--- config.mk ---
export PLATFORM = sky130hd
export DESIGN_NAME = wdt_top
export DESIGN_NICKNAME = d
export VERILOG_FILES = /design/src/design/wdt_pkg.sv /design/src/design/wdt_top.sv
export SDC_FILE = /design/constraint.sdc
export NUM_CORES = 1
export LEC_CHECK = 0
export ABC_AREA = 0
export BUFFER_PORTS_ARGS = -buffer_cell sky130_fd_sc_hd__buf_2
export CORE_AREA = 8 8 125 98
export CTS_CLUSTER_DIAMETER = 60
export CTS_CLUSTER_SIZE = 8
export DETAILED_ROUTE_END_ITERATION = 8
export DIE_AREA = 0 0 133 106
export HOLD_SLACK_MARGIN = 0.06
export MAX_ROUTING_LAYER = met4
export PLACE_DENSITY = 0.94
export SLEW_MARGIN = 0
export SYNTH_ARGS = -nofsm -noshare
export SYNTH_HDL_FRONTEND = slang
export SYNTH_SLANG_ARGS = --single-unit
--- constraint.sdc ---
create_clock -name clk_sys_i -period 7.2 [get_ports clk_sys_i]
set_input_delay 0.72 -clock clk_sys_i [delete_from_list [all_inputs] [get_ports clk_sys_i]]
set_output_delay 0.72 -clock clk_sys_i [all_outputs]
set_load 0.03 [all_outputs]
--- src/design/wdt_pkg.sv ---
// package: register map, field layout and timing constants of the watchdog
package wdt_pkg;
	// byte offsets on the axi4-lite bus
	localparam logic [7:0] ADDR_CTRL = 8'h00;   // watchdog_control
	localparam logic [7:0] ADDR_CFG = 8'h04;    // watchdog_config_word
	localparam logic [7:0] ADDR_STAT = 8'h08;   // sticky event status
	localparam logic [7:0] ADDR_MASK = 8'h0c;   // interrupt mask
	localparam logic [7:0] ADDR_CMD = 8'h10;    // instruction strobes
	localparam logic [7:0] ADDR_OSC = 8'h14;    // osc_control_reg copy
	localparam logic [7:0] ADDR_CNT = 8'h18;    // live postscaler count
	// field positions
	localparam int CTRL_SWEN_BIT = 0;
	localparam int CFG_EN_LSB = 0;
	localparam int CFG_PS_LSB = 2;
	localparam int CMD_CLR_BIT = 0;
	localparam int CMD_SLEEP_BIT = 1;
	localparam int CMD_WAKE_BIT = 2;
	localparam int OSC_FSEL_LSB = 4;
	localparam int STAT_TO_BIT = 0;
	localparam int STAT_WAKE_BIT = 1;
	// reset values
	localparam logic [7:0] CTRL_RST = 8'h00;
	localparam logic [7:0] CFG_RST = 8'h3f;
	localparam logic [7:0] OSC_RST = 8'h30;
	// axi responses
	localparam logic [1:0] RESP_OKAY = 2'h0;
	localparam logic [1:0] RESP_SLVERR = 2'h2;
	// enable configuration encodings
	typedef enum logic [1:0] {
		WDT_OFF = 2'h0,
		WDT_AWAKE = 2'h1,
		WDT_SOFT = 2'h2,
		WDT_ON = 2'h3
	} wdt_en_e;
	// timing: base period and system clock period
	localparam int BASE_PERIOD_US = 4000;
	localparam int CLK_PERIOD_NS = 10;
	localparam int BASE_CYCLES = BASE_PERIOD_US * 1000 / CLK_PERIOD_NS;
	localparam int PS_BITS = 16;
endpackage

--- src/design/wdt_top.sv ---
// watchdog timer with postscaler, axi4-lite register slave and interrupt
//
// Contract
// - watchdog runs from low-frequency oscillator, enabled together (here the counts run on clk_sys_i; lfosc_en_o only follows the enable)
// - base count period nominally 4 ms
// - 16-bit postscaler, tap chosen by multiplexer
// - timeout spans 4 ms to 131.072 s
// - sleep or clear instruction clears both counts
// - oscillator frequency select change clears counts
// - clock failure clears counts
// - software enable at control bit 0, resets 0
// - software bit only matters under software mode
// - postscale ratio is two to field value
// - 11 always on, 00 off, 10 software
// - 01 runs while awake, stops in sleep
//
// The register addresses and the AXI4-Lite interface to the registers were left to the implementer.
`timescale 1ns/1ns
module wdt_top #(
	parameter int BASE_CNT = wdt_pkg::BASE_CYCLES,
	parameter int PS_W = wdt_pkg::PS_BITS
) (
	input wire logic clk_sys_i,
	input wire logic srst_i,
	input wire logic clk_fail_i,
	input wire logic [31:0] s_axi_awaddr,
	input wire logic s_axi_awvalid,
	output logic s_axi_awready,
	input wire logic [31:0] s_axi_wdata,
	input wire logic [3:0] s_axi_wstrb,
	input wire logic s_axi_wvalid,
	output logic s_axi_wready,
	output logic [1:0] s_axi_bresp,
	output logic s_axi_bvalid,
	input wire logic s_axi_bready,
	input wire logic [31:0] s_axi_araddr,
	input wire logic s_axi_arvalid,
	output logic s_axi_arready,
	output logic [31:0] s_axi_rdata,
	output logic [1:0] s_axi_rresp,
	output logic s_axi_rvalid,
	input wire logic s_axi_rready,
	output logic lfosc_en_o,
	output logic wdt_reset_o,
	output logic wdt_wake_o,
	output logic sleeping_o,
	output logic irq_o
);
	// elaboration check: the tap decode serves a 16-bit postscaler only
	if (BASE_CNT < 2 || PS_W != wdt_pkg::PS_BITS)
	begin : g_bad_param
		$error("wdt_top: unsupported parameter values");
	end

	// register state
	logic [7:0] ctrl_r;          // software enable lives here
	logic [7:0] cfg_r;           // enable mode and postscale select
	logic [7:0] osc_r;           // oscillator control copy
	logic [1:0] stat_r;          // sticky events
	logic [1:0] mask_r;          // interrupt mask
	logic sleep_r;               // device asleep
	logic [31:0] base_r;         // base period divider
	logic [PS_W-1:0] ps_r;       // postscaler count
	logic clr_instr;             // clear instruction strobe
	logic sleep_instr;           // sleep instruction strobe
	logic wake_cmd;              // external wake strobe
	logic fsel_chg;              // frequency select changed
	logic wdt_en;                // watchdog running
	logic base_tick;             // base period done
	logic expire;                // selected tap expired
	logic clr_all;               // any clearing event
	// axi write side
	logic aw_hold_r;
	logic w_hold_r;
	logic [7:0] awaddr_r;
	logic [31:0] wdata_r;
	logic [3:0] wstrb_r;
	logic wr_go;
	logic [1:0] ev_set;

	wdt_pkg::wdt_en_e en_mode;
	logic [3:0] ps_sel;
	assign en_mode = wdt_pkg::wdt_en_e'(cfg_r[wdt_pkg::CFG_EN_LSB +: 2]);
	assign ps_sel = cfg_r[wdt_pkg::CFG_PS_LSB +: 4];

	// enable decode: software bit counts only in software mode
	always_comb
	begin
		case (en_mode)
			wdt_pkg::WDT_OFF: wdt_en = 1'b0;
			wdt_pkg::WDT_AWAKE: wdt_en = !sleep_r;
			wdt_pkg::WDT_SOFT:
				wdt_en = ctrl_r[wdt_pkg::CTRL_SWEN_BIT];
			wdt_pkg::WDT_ON: wdt_en = 1'b1;
			default: wdt_en = 1'b0;
		endcase
	end

	// a write lands when both address and data are held
	assign wr_go = aw_hold_r && w_hold_r && !s_axi_bvalid;
	assign clr_instr = wr_go && awaddr_r == wdt_pkg::ADDR_CMD
		&& wstrb_r[0] && wdata_r[wdt_pkg::CMD_CLR_BIT];
	assign sleep_instr = wr_go && awaddr_r == wdt_pkg::ADDR_CMD
		&& wstrb_r[0] && wdata_r[wdt_pkg::CMD_SLEEP_BIT];
	assign wake_cmd = wr_go && awaddr_r == wdt_pkg::ADDR_CMD
		&& wstrb_r[0] && wdata_r[wdt_pkg::CMD_WAKE_BIT];
	// only a real change of the select field clears the counts
	assign fsel_chg = wr_go && awaddr_r == wdt_pkg::ADDR_OSC && wstrb_r[0]
		&& wdata_r[wdt_pkg::OSC_FSEL_LSB +: 3]
		!= osc_r[wdt_pkg::OSC_FSEL_LSB +: 3];
	assign clr_all = clr_instr || sleep_instr || fsel_chg
		|| clk_fail_i || !wdt_en;

	// base tick every BASE_CNT cycles of the system clock (4 ms by default)
	assign base_tick = base_r == 32'(BASE_CNT - 1);
	// tap mux: ratio 2**sel; expire when the selected bit span is full
	always_comb
	begin
		expire = 1'b0;
		if (base_tick)
			expire = (ps_r & ((PS_W'(1) << ps_sel) - PS_W'(1)))
				== ((PS_W'(1) << ps_sel) - PS_W'(1));
	end

	// base divider
	always_ff @(posedge clk_sys_i)
	begin
		if (srst_i || clr_all || base_tick)
			base_r <= '0;
		else
			base_r <= base_r + 32'd1;
	end

	// postscaler: restarts after each timeout so timeouts keep
	// coming at the chosen period (4 ms .. 131.072 s)
	always_ff @(posedge clk_sys_i)
	begin
		if (srst_i || clr_all || expire)
			ps_r <= '0;
		else if (base_tick)
			ps_r <= ps_r + PS_W'(1);
	end

	// timeout outputs: reset while awake, wake while asleep
	always_ff @(posedge clk_sys_i)
	begin
		if (srst_i)
		begin
			wdt_reset_o <= 1'b0;
			wdt_wake_o <= 1'b0;
		end
		else
		begin
			wdt_reset_o <= expire && !sleep_r;
			wdt_wake_o <= expire && sleep_r;
		end
	end

	// oscillator enable follows the watchdog enable
	always_ff @(posedge clk_sys_i)
	begin
		if (srst_i)
			lfosc_en_o <= 1'b0;
		else
			lfosc_en_o <= wdt_en;
	end

	// sleep state: entered by the sleep strobe, left on any wake
	always_ff @(posedge clk_sys_i)
	begin
		if (srst_i)
			sleep_r <= 1'b0;
		else if (wake_cmd || (expire && sleep_r))
			sleep_r <= 1'b0;
		else if (sleep_instr)
			sleep_r <= 1'b1;
	end
	assign sleeping_o = sleep_r;

	// control, config and oscillator registers
	always_ff @(posedge clk_sys_i)
	begin
		if (srst_i)
		begin
			ctrl_r <= wdt_pkg::CTRL_RST;
			cfg_r <= wdt_pkg::CFG_RST;
			osc_r <= wdt_pkg::OSC_RST;
			mask_r <= '0;
		end
		else if (wr_go && wstrb_r[0])
		begin
			case (awaddr_r)
				wdt_pkg::ADDR_CTRL:
					ctrl_r <= {7'h00, wdata_r[wdt_pkg::CTRL_SWEN_BIT]};
				wdt_pkg::ADDR_CFG: cfg_r <= {2'h0, wdata_r[5:0]};
				wdt_pkg::ADDR_OSC: osc_r <= wdata_r[7:0];
				wdt_pkg::ADDR_MASK: mask_r <= wdata_r[1:0];
				default: ;
			endcase
		end
	end

	// sticky status: set wins over a write-one clear in the same cycle
	assign ev_set = {expire && sleep_r, expire && !sleep_r};
	always_ff @(posedge clk_sys_i)
	begin
		if (srst_i)
			stat_r <= '0;
		else if (wr_go && wstrb_r[0] && awaddr_r == wdt_pkg::ADDR_STAT)
			stat_r <= (stat_r & ~wdata_r[1:0]) | ev_set;
		else
			stat_r <= stat_r | ev_set;
	end

	// level interrupt from unmasked status
	always_ff @(posedge clk_sys_i)
	begin
		if (srst_i)
			irq_o <= 1'b0;
		else
			irq_o <= |(stat_r & mask_r);
	end

	// write address and data accepted independently, one at a time
	always_ff @(posedge clk_sys_i)
	begin
		if (srst_i)
		begin
			aw_hold_r <= 1'b0;
			w_hold_r <= 1'b0;
			awaddr_r <= '0;
			wdata_r <= '0;
			wstrb_r <= '0;
			s_axi_bvalid <= 1'b0;
			s_axi_bresp <= wdt_pkg::RESP_OKAY;
		end
		else
		begin
			if (s_axi_awvalid && s_axi_awready)
			begin
				aw_hold_r <= 1'b1;
				awaddr_r <= s_axi_awaddr[7:0];
			end
			if (s_axi_wvalid && s_axi_wready)
			begin
				w_hold_r <= 1'b1;
				wdata_r <= s_axi_wdata;
				wstrb_r <= s_axi_wstrb;
			end
			if (wr_go)
			begin
				aw_hold_r <= 1'b0;
				w_hold_r <= 1'b0;
				s_axi_bvalid <= 1'b1;
				s_axi_bresp <= (awaddr_r > wdt_pkg::ADDR_OSC
					|| awaddr_r[1:0] != 2'h0)
					? wdt_pkg::RESP_SLVERR : wdt_pkg::RESP_OKAY;
			end
			else if (s_axi_bready)
				s_axi_bvalid <= 1'b0;
		end
	end
	// ready only while the holding slot is free
	always_ff @(posedge clk_sys_i)
	begin
		if (srst_i)
		begin
			s_axi_awready <= 1'b0;
			s_axi_wready <= 1'b0;
		end
		else
		begin
			s_axi_awready <= !aw_hold_r && !(s_axi_awvalid && s_axi_awready)
				&& !s_axi_bvalid;
			s_axi_wready <= !w_hold_r && !(s_axi_wvalid && s_axi_wready)
				&& !s_axi_bvalid;
		end
	end

	// read channel: one read at a time, answer one cycle after address
	always_ff @(posedge clk_sys_i)
	begin
		if (srst_i)
		begin
			s_axi_arready <= 1'b0;
			s_axi_rvalid <= 1'b0;
			s_axi_rdata <= '0;
			s_axi_rresp <= wdt_pkg::RESP_OKAY;
		end
		else
		begin
			s_axi_arready <= !s_axi_rvalid && !s_axi_arready
				&& s_axi_arvalid;
			if (s_axi_arvalid && s_axi_arready)
			begin
				s_axi_rvalid <= 1'b1;
				s_axi_rresp <= wdt_pkg::RESP_OKAY;
				case (s_axi_araddr[7:0])
					wdt_pkg::ADDR_CTRL: s_axi_rdata <= {24'h0, ctrl_r};
					wdt_pkg::ADDR_CFG: s_axi_rdata <= {24'h0, cfg_r};
					wdt_pkg::ADDR_STAT: s_axi_rdata <= {30'h0, stat_r};
					wdt_pkg::ADDR_MASK: s_axi_rdata <= {30'h0, mask_r};
					wdt_pkg::ADDR_CMD: s_axi_rdata <= {31'h0, sleep_r};
					wdt_pkg::ADDR_OSC: s_axi_rdata <= {24'h0, osc_r};
					wdt_pkg::ADDR_CNT: s_axi_rdata <= 32'(ps_r);
					default:
					begin
						s_axi_rdata <= '0;
						s_axi_rresp <= wdt_pkg::RESP_SLVERR;
					end
				endcase
			end
			else if (s_axi_rready)
				s_axi_rvalid <= 1'b0;
		end
	end
endmodule

[Word level (Yosys, flattened, before mapping)]
Index checks and enable logic that the tools add are counted.
Storage, ports and cells
  bits in registers: 132
  bits of input ports: 108
Operators by class
  add/sub/neg operators: 3
  order comparisons: 1
  eq/ne operators: 17
  shift-type cells: 1
  mux-type cells: 10
  bitwise operators: 6
  reduce and logical (&&, ||, !) cells: 55
Operator list (number)
  one-hot mux 16 bit (7 select lines): 1
  equality test 8 x 5 -> 1 bit, second input constant: 5
  adder 32 x 1 -> 32 bit, second input constant: 1
  equality test 32 x 19 -> 1 bit, second input constant: 1
  equality test 8 x 4 -> 1 bit, second input constant: 4
  logical AND 1 bit: 23
  adder 16 x 1 -> 16 bit, second input constant: 1
  AND 16 bit: 1
  equality test 16 bit: 1
  equality test 8 x 3 -> 1 bit, second input constant: 2
  zero test 8 bit: 2
  left shift 1 x 4 -> 16 bit, first input constant: 1
  subtractor 16 x 1 -> 16 bit, second input constant: 1
  zero test 1 bit: 9
  logical OR 1 bit: 9
  greater-than comparator 8 x 5 -> 1 bit, second input constant: 1
  AND reduction 2 bit: 4
  OR reduction 7 bit: 1
  two-way mux 2 bit: 3
  nonzero test 2 bit: 3
  OR reduction 2 bit: 3
  two-way mux 1 bit: 5
  AND 2 bit: 2
  equality test 2 bit, second input constant: 2
  other kinds (6): 7

[Depth between registers and ports, before layout]
  depth in word-level cells: 11
  gate-level depth with buffers: 12
  mapped depth without buffers: 8

[Least setup slack after synthesis]
OpenSTA, ideal clock, no wires.
  path kind: reg2reg
  start: register cfg_r[4]
  end: register ps_r[14]
  library setup time: 0.080 ns
  arrival: 2.417 ns
  data required time: 7.120 ns
  setup slack: 4.703 ns
  stages on the path, launching flop included: 13
  path buffers: 4
  clock period less this slack: 2.497 ns
  cells stage by stage: dfxtp_1 buf_6 nor3_1 nand2b_1 ha_1 buf_4 or2_2 o32ai_1 a32oi_1 and3_1 buf_6 buf_12 a211oi_2
On the way
  longest elaborated chain between the ends: 6
RTL lines
  from (decl): line wdt_top.sv:57  | logic [7:0] cfg_r;
  from (signal assigned): line wdt_top.sv:186  | cfg_r <= wdt_pkg::CFG_RST;
  from (signal assigned): line wdt_top.sv:195  | wdt_pkg::ADDR_CFG: cfg_r <= {2'h0, wdata_r[5:0]};
  left shift 1 x 4 -> 16 bit (*): line wdt_top.sv:121, wdt_top.sv:122
  subtractor 16 x 1 -> 16 bit (*): line wdt_top.sv:121, wdt_top.sv:122
  AND 16 bit: line wdt_top.sv:121  | expire = (ps_r & ((PS_W'(1) << ps_sel) - PS_W'(1)))
  equality test 16 bit (*): line wdt_top.sv:122  | == ((PS_W'(1) << ps_sel) - PS_W'(1));
  two-way mux 1 bit (*): line wdt_top.sv:120  | if (base_tick)
  logical OR 1 bit (*): line wdt_top.sv:138  | if (srst_i || clr_all || expire)
  to (signal assigned): line wdt_top.sv:141  | ps_r <= ps_r + PS_W'(1);
  to (decl): line wdt_top.sv:63  | logic [PS_W-1:0] ps_r;
Every way passes the cells marked *; elsewhere a longest branch is shown, timed or not.
A chain may end at the register's enable or synchronous reset.

[Worst setup path in the final report]
  start: register cfg_r[4]
  end: register ps_r[15]
Same word-level chain as after synthesis.

==> metrics.md <==
| Metric | Value |
|---|---|
| Share of cells above drive strength 1 | `approximately 17%` |
| Slowest CP cell | `and3_1` |
| Remaining DRCs | `0` |
| IO buf count | `60` |
| N_diodes | `0` |
| Synth area leader | `dfxtp_1` |
| Pins Over Slew Limit | `0` |
| Synth cell types | `65` |
| Die H | `106 µm` |
| P_int | `about 0.0012 W` |
| Critical Path Fanout Max | `19` |
| Share of synthesized registers carrying an async set or reset | `0%` |
| Gpl congestion | `between 0.8 and 0.9` |
| Post-synth top area share | `between 40% and 50%` |
| Slew margin rel. | `between 10% and 20%` |
| Largest net degree at the start of global routing | `66` |
| Gate power share | `between 4 and 5%` |
| Hpwl dp | `just over 9000 µm` |
| FILL cells | `around 790` |
| Die Wd | `between 100 and 150 µm` |
| Worst vdd ir | `~0.00015 V` |
| Slowest stage delay, CP | `slightly above 0.8 ns` |
| Reg power frac | `40.5%` |
| Vias in the first global route | `around 4800` |
| Worst Setup Slack, final | `about 3.6 ns` |
| Sum Neg Setup Slack | `0 ns` |
| Violation count after the first detailed-routing iteration | `632` |
| HP Class | `flop to flop` |
| Crit path arrival time | `about 3.8 ns` |
| Switching share of total power | `approximately 23%` |
| Initial Utilization | `54.3%` |
| GRT Overall Usage | `20.5%` |
| Vias | `slightly above 5000` |
| CP most frequent cell | `a211oi_1` |
| Sw Pwr | `about 0.00036 W` |
| Drt first pass iters | `8` |
| Cell area after synthesis | `around 5700 µm²` |
| Cts hold-fix bufs | `0` |
| Max Buffers Root-to-Sink | `2` |
| Area Overhead vs Synth | `14.2%` |
| Synth top area cells | `dfxtp_1, nand2_1, nor2_1, xnor2_1, a21oi_1` |
| Actual slew at the worst max-slew pin | `around 1.2 ns` |
| Worst path top cell family by delay | `simple AND/OR/NAND/NOR gates` |
| P_leak | `2.32 nW` |
| Die area | `between 10000 and 15000 µm²` |
| Final setup fails | `0` |
| Final Core Density | `between 60% and 70%` |
| Worst setup EP type | `flop` |
| CTS resizes | `0` |
| Max Clock Freq | `between 200 and 300 MHz` |
| Row count | `33` |
| Post-Synthesis Cells | `roughly 650` |
| Yosys Warn Count | `0` |
| Num CTS Buffers | `17` |
| First-pass GRT wire length | `between 20000 and 25000 µm` |
| Setup WS pre-CTS | `approximately 3.8 ns` |
| Mean Syn Cell Area | `8.70 µm²` |
| Nets | `between 800 and 900` |
| Clock Power Share | `around 55%` |
| # IOs | `about 150` |
| R2r setup slk | `3.63 ns` |
| Worst reg-to-reg path cell count | `8` |
| Seq/Total Area, Yosys | `between 40% and 50%` |
| Worst EP required | `7.45 ns` |
| Critical Path Stages | `8` |
| Period utilisation layout | `a little under 50%` |
| Worst hold start | `s_axi_rvalid$_SDFFE_PP0P_` |
| Number of synthesized register bits | `roughly 110` |
| Vias per cell | `around 6.0` |
| RSZ-0062 raised after global routing | `no` |
| Tmin final | `3.57 ns` |
| Worst Path Buf+Inv | `0` |
| Initial antenna violation count | `0` |
| RR Endpoint | `ps_r[15]$_SDFFE_PP0P_` |
| Wire per inst | `approximately 17 µm` |
| DRT Wirelength | `14100 µm` |
| CTS clk-pin slew, worst paths | `around 0.05 ns` |
| Clock sinks | `between 100 and 150` |
| Area of the core | `~10000 µm²` |
| Clock latency on the worst-skew pair | `between 0.4 and 0.5 ns` |
| Final Skew | `between 0.009 and 0.01 ns` |
| Post-CTS Setup Inserts | `0` |
| Post-route ant nets | `0` |
| Startpoint Class | `flop` |
| CTS tree | `done` |
| Post-synth EDFFs | `0` |
| Power Density | `~250 nW/µm²` |
| Max H-tree Level | `4` |
| Final hold violations | `0` |
| Synth Flop Type | `dfxtp_1` |
| Grt ovf | `0` |
| Kind of critical path | `flop to flop` |
| Hold Path End | `s_axi_arready$_SDFF_PP0_` |
| Crit-path cells | `nor3_1, nand2b_1, ha_1, nand4bb_1, a211oi_1, a311oi_1, and3_1, a211oi_1` |
| Outcome | `completed` |
| Hold path cells | `1` |
| Root buf cell | `clkbuf_16` |
| Max Cap Viol | `0` |
| R2r startpoint | `cfg_r[4]$_SDFFE_PP1P_` |
[power by group through the flow]
stage / Sequential, W / Combinational [W] / Clock (W)
4_1_cts: 0.000649 / 0.0000700 / 0.000892
3_5_place_dp: 0.000663 / 0.0000692 / 0
5_1_grt: 0.000651 / 0.0000770 / 0.000920
2_1_floorplan: 0.000665 / 0.0000547 / 0
3_3_place_gp: 0.000662 / 0.0000679 / 0
6_report: 0.000650 / 0.0000707 / 0.000885
[layout make-up]
type                    instances  area (µm²)  share of cell area (%)
clock buffers                  17         425                    6.56
clock inverters                15         209                    3.22
inverters                      16        60.1                   0.927
multi-input cells             480        3020                    46.6
flip-flops and latches        114        2280                    35.2
well taps                     140         175                    2.70
repair buffers                 61         308                    4.75
[registers in the layout, indices dropped and copies added (netlist names), 2 cells and up]
name and count:
awaddr_r 8, stat_r 2, osc_r 8, cfg_r 6
base_r 32, ps_r 16, wdata_r 8, mask_r 2
s_axi_rdata 16
[layout by cell type, fill, tap and decap left out, types with 5 or more instances in the layout]
cell type  instances
clkbuf_16         17
nand2_1           72
nor2_1            60
nor2b_1            5
nand2b_1           8
inv_1             16
o21ai_0           14
and2_1             7
nand3b_1          11
nor4b_1            6
nor3_1            10
a211oi_1           9
buf_2             60
clkinv_4           6
dfxtp_1          114
xor2_1            18
and4_1             7
a22oi_1           17
nor4_1            20
and3_1            13
a21oi_1           38
nand3_1           26
a211oi_2          10
nand4_1           18
a22o_1             8
conb_1            18
a211o_1            7
mux2i_1            6
xnor2_1           24
[cells in the mapped netlist (6+ instances only)]
library cell and number:
nand2_1 72, nand3b_1 11, a211oi_1 9, nand2b_1 8, nor4b_1 6, mux2i_1 6
inv_1 16, xor2_1 18, xnor2_1 24, nand4_1 18, o21ai_0 14, a211o_1 7
nor3_1 10, clkbuf_1 22, nor2_1 60, nor4_1 20, nand3_1 26, and3_1 13
a21oi_1 38, dfxtp_1 114, and2_1 7, buf_1 6, a22o_1 8, buf_4 20
a22oi_1 17, and4_1 7, a211oi_2 10
[worst max path at each step]
| stage | start | endpoint | slack (ns) |
|---|---|---|---|
| 2_1_floorplan | cfg_r[4]$_SDFFE_PP1P_ | ps_r[14]$_SDFFE_PP0P_ | 4.70 |
| 3_3_place_gp | awaddr_r[6]$_SDFFE_PP0P_ | base_r[25]$_SDFF_PP0_ | 3.94 |
| 3_5_place_dp | awaddr_r[6]$_SDFFE_PP0P_ | base_r[10]$_SDFF_PP0_ | 3.83 |
| 4_1_cts | awaddr_r[6]$_SDFFE_PP0P_ | base_r[9]$_SDFF_PP0_ | 3.79 |
| 5_1_grt | awaddr_r[6]$_SDFFE_PP0P_ | base_r[21]$_SDFF_PP0_ | 3.45 |
| 6_report | cfg_r[4]$_SDFFE_PP1P_ | ps_r[15]$_SDFFE_PP0P_ | 3.63 |
[per-stage QoR]
stage	total power (W)	std cells	hold slack (ns)	area (µm²)
final	0.00161	843	0.448	6480
after global placement	0.000730	811	0.440	5850
after detailed placement	0.000732	811	0.443	5850
after floorplan	0.000719	669	0.436	5740
after CTS	0.00161	843	0.451	6480
after global routing	0.00165	843	0.468	6480
[kinds of logic (layout without fill, tap and decap cells)]
| kind of cell | after synthesis | after routing | synth area share [%] |
|---|---|---|---|
| buffers and inverters | 75 | 109 | 7.65 |
| other | 1 | 18 | 0.0661 |
| adder cells (fa/ha/maj) | 3 | 3 | 0.662 |
| XOR/XNOR | 42 | 42 | 6.48 |
| AND/OR/NAND/NOR | 287 | 287 | 27.5 |
| multiplexers | 9 | 9 | 1.85 |
| flip-flops | 114 | 114 | 40.2 |
| AO/OA/AOI/OAI | 121 | 121 | 15.6 |
[layer usage]
metal	GRT usage (%)	vias to the layer above	wire (µm)
met3	5.42	40	1130
met5	-	-	0
met1	25.0	2359	6120
met2	31.3	247	6490
li1	-	2403	-
met4	9.94	0	363
Power figures use the tool's default switching activity.
